<file path="src/include/dcw_pkg.sv">
package dcw_pkg;
  // axi4-lite responses
  localparam logic [1:0]  RESP_OKAY        = 2'h0;
  localparam logic [1:0]  RESP_SLVERR      = 2'h2;
  // register byte addresses
  localparam logic [7:0]  ADDR_CFG_SOURCE  = 8'h00;
  localparam logic [7:0]  ADDR_STATUS      = 8'h04;
  localparam logic [7:0]  ADDR_OSC_CTRL    = 8'h08;
  localparam logic [7:0]  ADDR_PWM_KEY     = 8'h0c;
  localparam logic [7:0]  ADDR_PWM_REG     = 8'h10;
  // config word field positions
  localparam int          POS_CODE_PROT    = 0;
  localparam int          POS_WRITE_PROT   = 1;
  localparam int          POS_TWO_SPEED    = 2;
  localparam int          POS_PWM_LOCK     = 3;
  localparam int          POS_OSC_SEL      = 4;
  localparam int          CFG_W            = 7;
  localparam logic [6:0]  CFG_RESET        = 7'h7f;
  // oscillator select codes
  localparam logic [2:0]  OSC_FAST_DIV_N   = 3'h7;
  localparam logic [2:0]  OSC_FAST_DIV_16  = 3'h6;
  localparam logic [2:0]  OSC_LP_RC        = 3'h5;
  localparam logic [2:0]  OSC_RESERVED     = 3'h4;
  localparam logic [2:0]  OSC_PRI_PLL      = 3'h3;
  localparam logic [2:0]  OSC_PRI          = 3'h2;
  localparam logic [2:0]  OSC_FAST_N_PLL   = 3'h1;
  localparam logic [2:0]  OSC_FAST_RC      = 3'h0;
  // pwm unlock key pair
  localparam logic [31:0] PWM_KEY_FIRST    = 32'h0000abcd;
  localparam logic [31:0] PWM_KEY_SECOND   = 32'h00004321;
  localparam logic [1:0]  KEY_IDLE         = 2'h0;
  localparam logic [1:0]  KEY_HALF         = 2'h1;
  localparam logic [1:0]  KEY_OPEN         = 2'h2;

  typedef struct packed {
    logic       general_code_protect;
    logic       general_write_protect;
    logic       two_speed_startup_enable;
    logic       pwm_write_lock_enable;
    logic [2:0] initial_oscillator_select;
  } dcw_cfg_t;

  typedef struct packed {
    logic       use_fast_rc;
    logic       use_div_n;
    logic       use_div_16;
    logic       use_lp_rc;
    logic       use_primary;
    logic       use_pll;
    logic       reserved_code;
  } dcw_osc_t;
endpackage : dcw_pkg

</file>
<file path="src/hdl/dcw_osc_decode.sv">
`timescale 1ns/1ps
module dcw_osc_decode (
  input  wire logic [2:0]      sel,
  output dcw_pkg::dcw_osc_t    osc
);
  import dcw_pkg::*;

  always_comb begin
    osc = '0;
    case (sel)
      OSC_FAST_DIV_N: begin  // RULE5
        osc.use_fast_rc = 1'b1;
        osc.use_div_n   = 1'b1;
      end
      OSC_FAST_DIV_16: begin  // RULE5
        osc.use_fast_rc = 1'b1;
        osc.use_div_16  = 1'b1;
      end
      OSC_LP_RC: begin  // RULE5
        osc.use_lp_rc = 1'b1;
      end
      OSC_PRI_PLL: begin  // RULE6
        osc.use_primary = 1'b1;
        osc.use_pll     = 1'b1;
      end
      OSC_PRI: begin  // RULE6
        osc.use_primary = 1'b1;
      end
      OSC_FAST_N_PLL: begin  // RULE5
        osc.use_fast_rc = 1'b1;
        osc.use_div_n   = 1'b1;
        osc.use_pll     = 1'b1;
      end
      OSC_FAST_RC: begin  // RULE5
        osc.use_fast_rc = 1'b1;
      end
      default: begin
        // reserved code: flag it and fall back to plain fast rc
        osc.use_fast_rc   = 1'b1;
        osc.reserved_code = 1'b1;  // RULE7
      end
    endcase
  end
endmodule : dcw_osc_decode

</file>
<file path="src/hdl/dcw_config_decode.sv">
`timescale 1ns/1ps
// Contract
// RULE1 - code-protect 0 protects all program memory from readout; 1 leaves it open
// RULE2 - write-protect 0 blocks user program memory writes; 1 permits them
// RULE3 - two-speed 1 starts on fast rc, then switches once selected source ready
// RULE4 - pwm lock 1 rejects pwm register writes until key sequence done
// RULE5 - oscillator codes 111,110,101,001,000 select the internal rc variants
// RULE6 - code 011 selects primary with pll, 010 primary without pll
// RULE7 - programmer must never use reserved oscillator code 100
// RULE8 - settings sampled once at start-up, held until next reset
module dcw_config_decode (
  input  wire logic                aclk,
  input  wire logic                aresetn,
  input  wire logic [6:0]          cfg_word,
  input  wire logic                cfg_valid,
  input  wire logic                osc_source_ready,
  output dcw_pkg::dcw_osc_t        osc_select,
  output logic                     running_on_fast_rc,
  output logic                     core_run,
  output logic                     readout_blocked,
  output logic                     prog_write_blocked,
  output logic [15:0]              pwm_reg_value,
  input  wire logic [31:0]         s_axi_awaddr,
  input  wire logic                s_axi_awvalid,
  output logic                     s_axi_awready,
  input  wire logic [31:0]         s_axi_wdata,
  input  wire logic [3:0]          s_axi_wstrb,
  input  wire logic                s_axi_wvalid,
  output logic                     s_axi_wready,
  output logic [1:0]               s_axi_bresp,
  output logic                     s_axi_bvalid,
  input  wire logic                s_axi_bready,
  input  wire logic [31:0]         s_axi_araddr,
  input  wire logic                s_axi_arvalid,
  output logic                     s_axi_arready,
  output logic [31:0]              s_axi_rdata,
  output logic [1:0]               s_axi_rresp,
  output logic                     s_axi_rvalid,
  input  wire logic                s_axi_rready
);
  import dcw_pkg::*;

  typedef enum logic [2:0] {
    ST_LOAD   = 3'b001,
    ST_FAST   = 3'b010,
    ST_RUN    = 3'b100
  } dcw_state_t;

  dcw_state_t        state_ff;
  dcw_cfg_t          cfg_ff;
  logic              loaded_ff;
  dcw_osc_t          osc_dec;
  logic              fast_ff;
  logic              rd_prot_ff;
  logic              wr_prot_ff;
  logic [1:0]        key_ff;
  logic [15:0]       pwm_ff;
  logic [31:0]       aw_addr_ff;
  logic              aw_have_ff;
  logic [31:0]       w_data_ff;
  logic [3:0]        w_strb_ff;
  logic              w_have_ff;
  logic              bvalid_ff;
  logic [1:0]        bresp_ff;
  logic              rvalid_ff;
  logic [31:0]       rdata_ff;
  logic [1:0]        rresp_ff;
  logic              wr_fire;
  logic [7:0]        wr_addr;
  logic [1:0]        nxt_key;

  // sampled once; no path lets software or the pins change it later
  always_ff @(posedge aclk) begin
    if (!aresetn) begin
      cfg_ff    <= CFG_RESET;
      loaded_ff <= 1'b0;
    end else if (!loaded_ff && cfg_valid) begin
      cfg_ff.general_code_protect      <= cfg_word[POS_CODE_PROT];  // RULE8
      cfg_ff.general_write_protect     <= cfg_word[POS_WRITE_PROT];
      cfg_ff.two_speed_startup_enable  <= cfg_word[POS_TWO_SPEED];
      cfg_ff.pwm_write_lock_enable     <= cfg_word[POS_PWM_LOCK];
      cfg_ff.initial_oscillator_select <= cfg_word[POS_OSC_SEL +: 3];
      loaded_ff                        <= 1'b1;  // RULE8
    end
  end

  dcw_osc_decode u_osc (
    .sel (cfg_ff.initial_oscillator_select),
    .osc (osc_dec)
  );

  // start-up sequence: core held until config loaded
  always_ff @(posedge aclk) begin
    if (!aresetn) begin
      state_ff <= ST_LOAD;
      fast_ff  <= 1'b1;
    end else begin
      case (state_ff)
        ST_LOAD: begin
          if (!loaded_ff && cfg_valid) begin
            if (cfg_word[POS_TWO_SPEED]) begin
              state_ff <= ST_FAST;  // RULE3
              fast_ff  <= 1'b1;
            end else begin
              state_ff <= ST_RUN;  // RULE3
              fast_ff  <= 1'b0;
            end
          end
        end
        ST_FAST: begin
          if (osc_source_ready) begin
            state_ff <= ST_RUN;  // RULE3
            fast_ff  <= 1'b0;
          end
        end
        ST_RUN: begin
          fast_ff <= 1'b0;
        end
        default: begin
          state_ff <= ST_LOAD;
          fast_ff  <= 1'b1;
        end
      endcase
    end
  end

  always_ff @(posedge aclk) begin
    if (!aresetn) begin
      rd_prot_ff <= 1'b1;
      wr_prot_ff <= 1'b1;
    end else begin
      rd_prot_ff <= !cfg_ff.general_code_protect || !loaded_ff;  // RULE1
      wr_prot_ff <= !cfg_ff.general_write_protect || !loaded_ff;  // RULE2
    end
  end

  assign osc_select         = osc_dec;
  assign running_on_fast_rc = fast_ff;
  assign core_run           = (state_ff != ST_LOAD);
  assign readout_blocked    = rd_prot_ff;
  assign prog_write_blocked = wr_prot_ff;
  assign pwm_reg_value      = pwm_ff;

  // write channel: address and data taken in either order
  always_ff @(posedge aclk) begin
    if (!aresetn) begin
      aw_have_ff <= 1'b0;
      aw_addr_ff <= '0;
    end else if (s_axi_awvalid && s_axi_awready) begin
      aw_have_ff <= 1'b1;
      aw_addr_ff <= s_axi_awaddr;
    end else if (wr_fire) begin
      aw_have_ff <= 1'b0;
    end
  end

  always_ff @(posedge aclk) begin
    if (!aresetn) begin
      w_have_ff <= 1'b0;
      w_data_ff <= '0;
      w_strb_ff <= '0;
    end else if (s_axi_wvalid && s_axi_wready) begin
      w_have_ff <= 1'b1;
      w_data_ff <= s_axi_wdata;
      w_strb_ff <= s_axi_wstrb;
    end else if (wr_fire) begin
      w_have_ff <= 1'b0;
    end
  end

  assign s_axi_awready = !aw_have_ff && !bvalid_ff;
  assign s_axi_wready  = !w_have_ff && !bvalid_ff;
  assign wr_fire       = aw_have_ff && w_have_ff && !bvalid_ff;
  assign wr_addr       = aw_addr_ff[7:0];

  // key must be the very next write after the first half, else it rearms
  always_comb begin
    nxt_key = key_ff;
    if (wr_fire) begin
      if (wr_addr == ADDR_PWM_KEY) begin
        if (w_data_ff == PWM_KEY_FIRST) begin
          nxt_key = KEY_HALF;
        end else if (key_ff == KEY_HALF && w_data_ff == PWM_KEY_SECOND) begin
          nxt_key = KEY_OPEN;
        end else begin
          nxt_key = KEY_IDLE;
        end
      end else begin
        nxt_key = KEY_IDLE;
      end
    end
  end

  always_ff @(posedge aclk) begin
    if (!aresetn) begin
      key_ff <= KEY_IDLE;
    end else begin
      key_ff <= nxt_key;
    end
  end

  always_ff @(posedge aclk) begin
    if (!aresetn) begin
      pwm_ff <= '0;
    end else if (wr_fire && wr_addr == ADDR_PWM_REG) begin
      if (!cfg_ff.pwm_write_lock_enable || key_ff == KEY_OPEN) begin  // RULE4
        if (w_strb_ff[0]) pwm_ff[7:0]  <= w_data_ff[7:0];
        if (w_strb_ff[1]) pwm_ff[15:8] <= w_data_ff[15:8];
      end
    end
  end

  always_ff @(posedge aclk) begin
    if (!aresetn) begin
      bvalid_ff <= 1'b0;
      bresp_ff  <= RESP_OKAY;
    end else if (wr_fire) begin
      bvalid_ff <= 1'b1;
      if (wr_addr == ADDR_PWM_KEY) begin
        bresp_ff <= RESP_OKAY;
      end else if (wr_addr == ADDR_PWM_REG) begin
        bresp_ff <= (cfg_ff.pwm_write_lock_enable && key_ff != KEY_OPEN)
                    ? RESP_SLVERR : RESP_OKAY;  // RULE4
      end else begin
        bresp_ff <= RESP_SLVERR;
      end
    end else if (s_axi_bready) begin
      bvalid_ff <= 1'b0;
    end
  end

  assign s_axi_bvalid = bvalid_ff;
  assign s_axi_bresp  = bresp_ff;

  // read channel
  assign s_axi_arready = !rvalid_ff;

  always_ff @(posedge aclk) begin
    if (!aresetn) begin
      rvalid_ff <= 1'b0;
      rdata_ff  <= '0;
      rresp_ff  <= RESP_OKAY;
    end else if (s_axi_arvalid && !rvalid_ff) begin
      rvalid_ff <= 1'b1;
      rresp_ff  <= RESP_OKAY;
      case (s_axi_araddr[7:0])
        ADDR_CFG_SOURCE: rdata_ff <= {25'h0, cfg_ff};
        ADDR_STATUS:     rdata_ff <= {24'h0, osc_dec.reserved_code, key_ff, state_ff,
                                      fast_ff, loaded_ff};
        ADDR_OSC_CTRL:   rdata_ff <= {25'h0, osc_dec};
        ADDR_PWM_KEY:    rdata_ff <= {30'h0, key_ff};
        ADDR_PWM_REG:    rdata_ff <= {16'h0, pwm_ff};
        default: begin
          rdata_ff <= '0;
          rresp_ff <= RESP_SLVERR;
        end
      endcase
    end else if (s_axi_rready) begin
      rvalid_ff <= 1'b0;
    end
  end

  assign s_axi_rvalid = rvalid_ff;
  assign s_axi_rdata  = rdata_ff;
  assign s_axi_rresp  = rresp_ff;
endmodule : dcw_config_decode

</file>
<file path="config.mk">
export PLATFORM = sky130hd
export DESIGN_NAME = dcw_config_decode
export DESIGN_NICKNAME = d
export VERILOG_FILES = /design/src/include/dcw_pkg.sv /design/src/hdl/dcw_osc_decode.sv /design/src/hdl/dcw_config_decode.sv
export SDC_FILE = /design/constraint.sdc
export NUM_CORES = 1
export LEC_CHECK = 0
export BUFFER_PORTS_ARGS = -buffer_cell sky130_fd_sc_hd__buf_4
export CAP_MARGIN = 20
export CORE_UTILIZATION = 45
export CTS_CLUSTER_SIZE = 8
export DETAILED_ROUTE_END_ITERATION = 7
export PLACE_DENSITY = 0.84
export SLEW_MARGIN = 25
export SYNTH_ARGS = -nofsm -noshare
export SYNTH_HDL_FRONTEND = slang
export SYNTH_SLANG_ARGS = --single-unit
</file>
<file path="constraint.sdc">
create_clock -name aclk -period 3.55 [get_ports aclk]
set_clock_uncertainty 0.05 [all_clocks]
set_input_delay 0.8875 -clock aclk [delete_from_list [all_inputs] [get_ports aclk]]
set_output_delay 0.8875 -clock aclk [all_outputs]
set_load 0.05 [all_outputs]
</file>
* Yosys cells after proc, flatten, opt, wreduce, memory -nomap -nowiden
Cells that the tools add are included.
Word-level totals: bits in registers 114, output and inout port bits 68, input bits 116
Cells by class: bitwise gates (word level) 1, reduce and logical (&&, ||, !) cells 38, equality and inequality tests 23, multiplexer cells 30
Operators with widths (number):
- $pmux 16 s5 | 1
- $eq 32x15->1 const B | 1
- $eq 32x16->1 const B | 1
- $eq 8x4->1 const B | 3
- $mux 1 | 17
- $eq 8x5->1 const B | 2
- $mux 2 | 7
- $eq 3x3->1 const B | 4
- $logic_and 1x1->1 | 11
- $eq 3x2->1 const B | 3
- $mux 3 | 3
- $pmux 3 s3 | 1
- $reduce_and 3->1 | 3
- $eq 8x3->1 const B | 1
- $logic_not 1->1 | 8
- $logic_not 8->1 | 1
- $reduce_bool 2->1 | 4
- $reduce_or 7->1 | 1
- $eq 3x1->1 const B | 2
- $ne 2x2->1 const B | 3
- $reduce_or 2->1 | 3
- $reduce_or 5->1 | 1
- $logic_not 3->1 | 1
- $logic_or 1x1->1 | 3
- 7 further kinds | 7

* Longest topological paths before layout
Gate-level depths: netlist (run 1).
word-level depth 5, depth in mapped cells 6

* By module
Synthesis (run 1) repeated with hierarchy kept, for this count alone.
Unflattened totals: cell total of the unflattened synthesis 496, area total of the unflattened synthesis 4112.7 sq um
Modules (own cells, without submodules):
- dcw_config_decode | times used 1, area each 4048.9 sq um, sequential area each 1921.8 sq um, cells an instance 487
- dcw_osc_decode | times used 1, area each 63.8 sq um, sequential area each 0.0 sq um, cells an instance 9

* Least setup slack after synthesis (run 1)
OpenSTA, ideal clock, no wires.
path kind register -> output, from register cfg_ff[1] (netlist name), to output osc_select[5] (netlist name), data required time 2.612 ns, data arrival time 1.934 ns, slack 0.678 ns, stages on the path, launching flop included 3, cell sequence dfxtp_1 nor2b_1 nor3b_1
RTL lines:
- start, declared | line dcw_config_decode.sv:50 | dcw_cfg_t cfg_ff;
- end, declared | line dcw_config_decode.sv:17 | output dcw_pkg::dcw_osc_t osc_select,

==> results summary, run 1 <==
Setup repair after global routing left no endpoint under its margin. In this run the most used layer during global routing was met2. The via count of the first global-routing pass came out at 3,385.

The tightest slew margin relative to the limit is 59.06%. The combined area of all synthesized cells came out at 0.004293 sq mm. The starting density of the core came out at 46.46%.

The fraction of power consumed by combinational cells is 17.8%. The leakage power of the design is 0.002303 uW. The number of warnings printed during yosys synthesis came out at 0. The power density of the placed cells came out at 413.0 mW/mm^2. The largest net degree at the start of global routing came out at 56. The initial detailed-routing violation count came out at 152. For this design the top-level I/O count stands at 184. Summed over all nets, the switching power comes to 643.9 uW.

The floorplan step set the die width to 99.67 um. The sequential share of the synthesized area came out at 44.77%. Along the worst path, the maximum fanout reaches 8.

The number of nets in the layout is 713. The pre-antenna-repair detailed-routing pass consisted of 4 iterations. The most used flip-flop cell after synthesis is dfxtp_1.

The count of flip-flops with a built-in enable after synthesis is 0. The hold buffer count at cts came out at 0. The shortest clock period the worst path allows after layout is 2.439 ns. For this run, global-route usage on met2 was measured as 33.95%. The placement row count came out at 35. The leading cell type in the layout, fill and taps excluded is nand2_1. Synthesis inferred 96 register bits. The max-slew violation total from the final report was 0. The mean area per synthesized cell is 8.655 sq um. The number of vias per cell after detailed routing came out at 5.089. The number of sinks on the clock net is 96.

The clock slew seen by the registers of the worst setup and hold paths came out at 0.08 ns. The weighted congestion at the end of routability-driven global placement is 0.8827. The aggregate global routing overflow is 0. The switching share of power is 29.19%. The met3 global-route usage is 4.287%.

The number of setup violations in the final report is 0. The clock tree from TritonCTS is done. The layout overhead on the synthesized area is 24.40%. The number of endpoints with negative hold slack in the final report came out at 0.

The share of synthesized flip-flops with an asynchronous set or reset is 0%. The maximum operating frequency is 0.4101 GHz. The longest clock path from root to sink contains 2 buffers. The global-route total usage across every layer is 20.15%. For the worst setup path, the data required time is 2.61 ns.

The portion of total power attributed to sequential cells is 53.2%. The register cell area after layout came out at 0.001922 sq mm. The critical setup path kind is reg -> out. The die outline height is 99.67 um. The number of antenna violations at the first check in global routing came out at 0. The filler cells instantiated in the layout total 825.

The number of H-tree branching levels is 3. In the layout the commonest cells are nand2_1 (145), buf_4 (118), dfxtp_1 (96). The total cell area at the placement stage is 0.005164 sq mm. The run finished with clean final reports. The clock network fraction of design power came out at 29.1%. The share of post-route cells with drive strength above 1 is 23.96%. The die area is 0.009934 sq mm. The number of gates resized after CTS was 0. The half-perimeter wire length after placement came out at 7318 um. The DRC violation count after routing is 0.

The element type at the critical path start is a flip-flop. The final non-filler cell area came out at 0.005340 sq mm. The worst setup path is captured at an output port. The tree is rooted in a clkbuf_8.

The data arrival time of the worst path came out at 1.50 ns. The clock network latency to the later pin of the worst-skew pair is 0.35 ns. The internal power is 1562 uW.

The remaining antenna violation count came out at 0. The first global-routing pass estimated 15,990 um of wire. VDD sags by at most 0.0001938 V. Buffers added to address setup during post-CTS repair amount to 0. The accumulated negative setup slack came out at 0 ns. The count of port buffers added during placement is 115. The transition time at the pin with the least slew margin is 0.6119 ns. The area of the placeable core is 0.009240 sq mm.

Summing all multi-input logic gate instances after layout gives 0.002178 sq mm. Counting the buffers created by CTS gives 9. The total wire length after detailed routing is 9729 um.

The worst min-delay path category is reg -> reg. The routed length per instance came out at 13.33 um. The antenna diode count came out at 0. After synthesis, the netlist uses 46 different library cells. Detailed routing inserted a total of 3,715 vias. The number of instances in the synthesized netlist came out at 496. After layout, the worst path uses 68.69% of the clock period.

The tool flagged a number of max-cap violations equal to 0. The met1 usage came out at 25.83%.
-- final cells by class --
cell class                 instances  area share (%)
tap                              129           3.022
sequential                        96           35.99
clock buffer                      13           2.976
timing repair buffer             118           16.59
inverter                           5          0.3515
multi-input combinational        367           40.79
clock inverter                     2          0.2812
-- cell families (layout without fill, tap and decap cells) --
family | after synthesis | after routing | synth area share [%]
multiplexers | 24 | 24 | 5.596
other | 1 | 18 | 0.08735
buffers and inverters | 50 | 138 | 6.033
AO/OA/AOI/OAI | 90 | 90 | 15.59
flip-flops | 96 | 96 | 44.77
AND/OR/NAND/NOR | 235 | 235 | 27.92
-- critical path, stage by stage (launching register included) --
cell and delay [ns]:
dfxtp_1 0.46, nor2b_1 0.13, nor3b_1 0.30, buf_4 0.26
-- stage by stage --
| stage | hold slack [ns] | std cells | total power, uW | setup slack (ns) | utilization (%) |
|---|---|---|---|---|---|
| after floorplan | 0.3440 | 513 | 1472 | 0.6782 | - |
| after global placement | 0.3751 | 715 | 1577 | 1.113 | 55.88 |
| after detailed placement | 0.3769 | 715 | 1589 | 1.076 | 55.88 |
| after CTS | 0.3961 | 730 | 2223 | 1.111 | 57.77 |
| after global routing | 0.4135 | 730 | 2299 | 0.9523 | 57.79 |
| final | 0.3930 | 730 | 2206 | 1.111 | 57.79 |
-- path summary, 6_finish.rpt --
path / from / end / slack (ns) / depth (start not counted)
max: cfg_ff[2]$_SDFFE_PN1P_ / osc_select[5] / 1.11 / 3
min: s_axi_rdata[2]$_SDFFE_PN0P_ / s_axi_rdata[2]$_SDFFE_PN0P_ / 0.39 / 2
max reg2reg: aw_addr_ff[0]$_SDFFE_PN0P_ / pwm_reg_value[9]$_SDFFE_PN0P_ / 1.84 / 4
min reg2reg: s_axi_rdata[2]$_SDFFE_PN0P_ / s_axi_rdata[2]$_SDFFE_PN0P_ / 0.39 / 2
-- power by group through the flow --
stage	registers (uW)	clock network (uW)	logic (uW)
2_1_floorplan	1200	0	268
3_3_place_gp	1190	0	383
3_5_place_dp	1200	0	391
4_1_cts	1170	658	392
5_1_grt	1180	692	426
6_report	1170	641	392
-- routing by layer --
layer  vias to the layer above  part of all wire, %  wire length, um
met3                        15                  6.5              633
met4                         0                  1.4              135
met2                       152                   48             4666
li1                       1852                    -                -
met5                         -                    0                0
met1                      1696                   44             4294
-- synthesized netlist by cell type (4+ instances only) --
cell type  count  area (sq um)
nor2b_1       15         93.84
inv_1          5         18.77
nand3b_1       4         30.03
nand3_1       13         65.06
buf_4         18         135.1
nor4b_1        5         43.79
nand2_1      146         548.0
and3b_1        4         35.03
o21ai_0       10         50.05
a21oi_1        4         20.02
nor2_1        10         37.54
a21boi_0      45         337.8
a22oi_1       14         105.1
nand2b_1      11         68.82
dfxtp_1       96          1922
clkbuf_1      22         82.58
mux2i_1       24         240.2
o2bb2ai_1      5         43.79
-- flip-flops by register name (all words and copies together), names as in the netlist --
signal	cells
w_strb_ff	2
w_data_ff	32
pwm_reg_value	16
aw_have_ff	1
state_ff	3
s_axi_bresp	1
s_axi_rvalid	1
loaded_ff	1
prog_write_blocked	1
aw_addr_ff	8
w_have_ff	1
s_axi_bvalid	1
key_ff	2
s_axi_rresp	1
running_on_fast_rc	1
cfg_ff	7
s_axi_rdata	16
readout_blocked	1
Note: power is estimated with default switching activity, not from simulation.
==> run 2: changes to the inputs <==
- CORE_UTILIZATION: 45 -> 43
- clock period: 3.55 -> 2.2 ns (I/O delays scaled with it)
==> results summary, run 2 (synthesis gave the netlist of run 1 again) <==
Summed over all cells, the static leakage comes to 0.002329 uW. For the pin with the worst max-slew slack, the measured transition is 0.5572 ns. After global routing the overflow that remains totals 0. Power spread over the standard cell area amounts to 673.7 mW/mm^2.

In the final routed layout, each cell accounts on average for 13.79 um. STA classifies the critical path startpoint as a flip-flop. Among all stages on the critical path, the largest delay is contributed by dfxtp_1. Entering global routing, the biggest net connects 93 pins. The tightest slew margin relative to the limit is 62.57%.

Of the available clock period, the critical path in the final layout requires 93.26%. The slack of the worst reg-to-reg path came out at 0.41 ns. The met1 usage came out at 24.54%. The tree built by TritonCTS fans out to 96 sinks. The CTS buffer count is 9.

Once the clock tree was built, the resizer swapped 0 gates to a different size. The maximum cell stage delay along the critical path is 0.46 ns. The clock slew seen by the registers of the worst setup and hold paths came out at 0.09 ns. In this run, post-CTS hold repair placed 0 buffers. The number of H-tree branching levels came out at 3. The number of nets in the layout came out at 715. The worst hold path terminates at cfg_ff[6]$_SDFFE_PN1P_. After detailed routing, the total wire length is 10,160 um. Clock latency on the worst-skew pair, taken at its later pin, is 0.36 ns. After detailed placement, the total cell area comes to 0.005211 sq mm. The number of setup violations in the final report came out at 0. The top cell types in the final layout, fill and taps aside, are nand2_1 (146), buf_4 (119), dfxtp_1 (96). The area of the placeable core came out at 0.009729 sq mm.

For the worst setup path, the data required time is 1.60 ns. The worst min-delay path category is in -> reg. The floorplan step set the die width to 101.9 um. The most crowded layer after global routing is met2. The accumulated negative setup slack came out at 0 ns. The via count of the first global-routing pass came to 3,556.

The register with the most flip-flops in the final layout is w_data_ff. The library cell used most frequently in the layout, excluding fill and tap cells, is nand2_1. The critical path goes through and3b_1 > nor2_1 > buf_4. For this configuration, the core starts out at a cell density of 44.12%. Global routing used 35.08% of the available met2 tracks. The worst-case vdd ir drop is 0.0003318 V. The number of maximum-capacitance violations is 0. The die is 101.9 um tall. Compared with the post-synthesis result, the final layout area differs by 25.79%. The total power consumption of the routed design is 3638 uW.

In the global route stage, overall resource usage came out at 20.06%. The final non-filler cell area is 0.005400 sq mm. The max-slew violation total from the final report is 0. By startpoint and endpoint, the worst setup path is classified as reg -> out. The most critical setup path has its startpoint at cfg_ff[1]$_SDFFE_PN1P_.

The tree is rooted in a clkbuf_8. The DRC violation count after routing is 0. Across all hold checks on the routed design, the worst slack comes to 0.3516 ns. Setup repair after global routing left no endpoint under its margin. The die area is 0.01039 sq mm. The kind of end point of the critical path is an output port. Global routing used 3.967% of the available met3 tracks.

The shortest clock period the worst path allows after layout came out at 2.052 ns. The register with the most flip-flops in the layout has 32 of them. Port buffering added 115 buffers. Data arrives at the worst endpoint at 1.45 ns. The weighted congestion at the end of routability-driven global placement came out at 0.9003. The number of vias after detailed routing is 3,680. The cell count after placement is 721. The number of fillers in the final layout is 895. The post-route netlist has 25.17% of its cells at a drive strength greater than 1. The number of buffers on the longest clock path came out at 2.

TritonCTS built the clock tree. The antenna diode count came out at 0. Summed over all nets, the half-perimeter wirelength after detailed placement is 7448 um. The critical-path maximum fanout came out at 7. Derived from the worst setup path, the maximum achievable clock frequency is 0.4874 GHz. The initialized floorplan defines 36 standard-cell rows. The first-pass iteration count of the detailed router is 4.

The wire length of the first global-routing pass came out at 16,250 um. The endpoint of the most critical register-to-register path is s_axi_rdata[10]$_SDFFE_PN0P_. The post-layout instance count excluding filler cells came out at 737. The start point of the worst hold path is cfg_word[0]. The number of antenna violations at the first check in global routing is 0.

The initial detailed-routing violation count is 162. For this design the top-level I/O count stands at 184. The flow ran to the end, and the final reports show no timing, DRC or antenna violations. The cell depth of the worst hold path came out at 3.

Counting cells, the worst reg-to-reg path comes to 4. In this run the critical register-to-register path is launched from s_axi_rvalid$_SDFFE_PN0P_. The number of vias per cell after detailed routing is 4.993. The number of setup buffers added after CTS is 0. The count of nets left with antenna violations once routing finished came out at 0. The number of endpoints with negative hold slack in the final report is 0.
## run 2: final cells by class
type / count / area, sq um / area share [%]
multi-input cells: 367 / 2191 / 40.57
flip-flops and latches: 96 / 1922 / 35.59
clock inverters: 6 / 51.30 / 0.9500
repair buffers: 120 / 913.4 / 16.91
clock buffers: 10 / 137.6 / 2.549
inverters: 5 / 18.77 / 0.3475
well taps: 133 / 166.4 / 3.082
## run 2: worst max-delay path, delay by kind of cell, from the launching register on
| kind | cells | cell delay (ns) |
|---|---|---|
| buffers and inverters | 1 | 0.23 |
| AND/OR/NAND/NOR | 2 | 0.41 |
| flip-flops | 1 | 0.46 |
## run 2: report_power, final
part           switching [uW]  internal (uW)  leakage, uW
Combinational             406            243      0.00146
Sequential               74.3           1820     0.000784
Clock                     641            456    0.0000870
Total                    1120           2520      0.00233
## run 2: layer usage
metal	vias up	wire length, um
met5	-	0
met4	0	170
met3	13	471
met2	114	4858
met1	1702	4658
li1	1851	-
## run 2: worst max-delay path by stage
stage	cells after the start	slack, ns	end
after floorplan	2	0.06	osc_select[6]
after global placement	5	0.14	s_axi_rdata[10]$_SDFFE_PN0P_
after detailed placement	5	0.02	s_axi_rdata[10]$_SDFFE_PN0P_
after CTS	3	0.13	osc_select[6]
after global routing	3	0.04	osc_select[6]
final	3	0.15	osc_select[6]
## run 2: through the flow
stage,util [%],worst slack (ns)
final,55.50,0.1482
after global routing,55.50,0.04319
after CTS,55.50,0.1316
after detailed placement,53.56,0.02194
after global placement,53.56,0.1356
after floorplan,-,0.06406
==> run 3: changes to the inputs <==
- clock period: 2.2 -> 1.74 ns (I/O delays scaled with it)
==> results summary, run 3 (synthesis gave the netlist of run 1 again) <==
The run finished, with violations left. The final reports fail on negative setup slack. The starting density of the core is 44.12%. The number of buffers on the longest clock path came out at 2. In this run the worst hold path is classified as in -> reg.

The shortest clock period the worst path allows after layout is 1.800 ns. Summed over all layers, the routed wires come to 10,190 um. The final layout contains 729 nets. In this run the critical register-to-register path is launched from aw_addr_ff[0]$_SDFFE_PN0P_. The floorplan step set the die height to 101.9 um. The die area is 0.01039 sq mm. Data on the critical path is required at its endpoint by 1.25 ns. The fraction of power consumed by combinational cells is 18.5%.

The switching share of power came out at 28.98%. The hold buffer count at cts came out at 0. The antenna diode count is 0. The leading cell type in the layout, fill and taps excluded is nand2_1. The final critical-path setup slack came out at -0.06028 ns. The cell family contributing the most delay on the critical path is flip-flops. Setup slack on the worst reg-to-reg path comes out at 0.03 ns. In the layout the commonest cells are nand2_1 (146), buf_4 (125), dfxtp_1 (89). By startpoint and endpoint, the worst setup path is classified as reg -> out. The first detailed-routing pass ran for 5 iterations. The remaining antenna violation count is 0.

The CTS buffer count is 9. In this run, the clock network consumes 30.6% of the power. Static timing analysis puts the maximum clock frequency at 0.5555 GHz.

The worst setup timing slack at the placement stage came out at -0.1944 ns. The worst-case vdd ir drop is 0.0003818 V. The start point of the worst hold path is cfg_word[1]. The max-slew violation total from the final report came out at 0. For this block, the initial DRC count from the detailed router was 127. The endpoint of the most critical register-to-register path is pwm_reg_value[9]$_SDFFE_PN0P_. After detailed placement, the total cell area comes to 0.005301 sq mm.

The data arrival time of the worst path came out at 1.32 ns. After legalization and detailed placement, the total HPWL measured 7451 um. The critical-path maximum fanout came out at 7.

The aggregate global routing overflow is 0. The count of port buffers added during placement came out at 115. The maximum cell stage delay along the critical path came out at 0.39 ns.

The internal portion of the total power is 3349 uW. The number of antenna violations at the first check in global routing is 0. The path with the worst hold slack has its endpoint at cfg_ff[5]$_SDFFE_PN1P_.

The cell count of the worst reg-to-reg path came out at 4. The number of flip-flops in the largest register is 32. The clock tree from TritonCTS is done.

The total area inside the core boundary comes to 0.009729 sq mm. STA classifies the critical path endpoint as an output port. The number of endpoints with negative hold slack in the final report is 0. The cell depth of the worst hold path is 3. The cell count after placement is 729. The layout overhead on the synthesized area is 30.72%. The number of maximum-capacitance violations came out at 0.

The via count of the first global-routing pass came out at 3,409. The number of setup violations in the final report came out at 2. The placement row count came out at 36.

Setup repair after global routing could not meet its margin everywhere. The wire length of the first global-routing pass came out at 15,950 um. The number of H-tree branching levels came out at 3. Summed over all nets, the switching power comes to 1367 uW. The number of vias after detailed routing is 3,735. The die is 101.9 um wide. The clock network latency to the later pin of the worst-skew pair came out at 0.36 ns.

The number of vias per cell after detailed routing is 4.980. The signal on the critical path passes through nor2b_4 > nor3b_2 > buf_6. The share of post-route cells with drive strength above 1 is 28.69%.

The cell chosen for the clock root is clkbuf_8. The routed length per instance came out at 13.59 um. The portion of total power attributed to sequential cells is 50.9%.

For this design the static power due to leakage is 0.002450 uW. For this run, design rule violations remaining after detail routing come to 0. STA classifies the critical path startpoint as a flip-flop. Dividing total power by cell area gives a power density of 840.4 mW/mm^2. The final non-filler cell area came out at 0.005612 sq mm. The weighted congestion at the end of routability-driven global placement came out at 0.8895. Ranked by flip-flop count, first place goes to w_data_ff. The largest net degree at the start of global routing is 86. The slowest library cell on the worst path is dfxtp_4. 184 I/O pins were placed.

The global-route total usage across every layer came out at 19.99%. The buffer and inverter count on the worst path is 1. The total power consumption of the routed design is 4716 uW. The number of sinks on the clock net came out at 96. The clock slew seen by the registers of the worst setup and hold paths is 0.09 ns.

The post-layout instance count excluding filler cells is 750. The share of the cycle needed by the critical path after routing came out at 103.5%.
==> run 3: power by group through the flow <==
stage	clock [uW]	sequential, uW	combinational (uW)
2_1_floorplan	0	2460	555
3_3_place_gp	0	2440	819
3_5_place_dp	0	2440	835
4_1_cts	1480	2400	862
5_1_grt	1570	2410	949
6_report	1440	2400	873
==> run 3: how the worst max path moves through the flow <==
stage	endpoint	start	cells after the start	slack [ns]
finish	osc_select[5]	cfg_ff[1]$_SDFFE_PN1P_	3	-0.06
CTS	osc_select[5]	cfg_ff[2]$_SDFFE_PN1P_	3	-0.06
global route	osc_select[5]	cfg_ff[2]$_SDFFE_PN1P_	3	-0.09
floorplan	osc_select[5]	cfg_ff[1]$_SDFFE_PN1P_	2	-0.08
global placement	s_axi_rdata[3]$_SDFFE_PN0P_	s_axi_araddr[7]	5	-0.14
detailed placement	s_axi_rdata[8]$_SDFFE_PN0P_	s_axi_araddr[7]	6	-0.19
==> run 3: layout make-up <==
type	instances	area (sq um)
clock buffers	10	137.6
flip-flops and latches	96	1938
multi-input cells	367	2228
fillers	852	4118
well taps	133	166.4
repair buffers	134	1065
inverters	5	18.77
clock inverters	5	57.56
==> run 3: worst reg2reg max path, cell delays in order (launching register included) <==
cell     delay [ns]
dfxtp_2        0.33
or4_4          0.54
nor3_4         0.27
nand3_4        0.23
mux2i_1        0.18
==> run 3: stage by stage <==
stage / util [%] / setup TNS, ns / hold slack (ns)
after floorplan: - / -0.1037 / 0.3440
after global placement: 54.49 / -1.694 / 0.3785
after detailed placement: 54.49 / -2.175 / 0.3843
after CTS: 57.32 / -0.09213 / 0.2234
after global routing: 57.68 / -0.6435 / 0.2414
final: 57.68 / -0.1096 / 0.2395
==> run 3: metal layers <==
layer,vias to the layer above,track usage (%),part of all wire (%)
li1,1883,-,-
met1,1725,24.47,45
met2,116,34.56,48
met3,11,3.488,4.9
met4,0,8.681,1.6
met5,-,0,0
==> run 3: timing repair <==
action                                  CTS  global route
pin swaps                                 2             1
gates resized for setup                  15             8
buffers inserted                          5             1
endpoints found under the setup margin    8            20
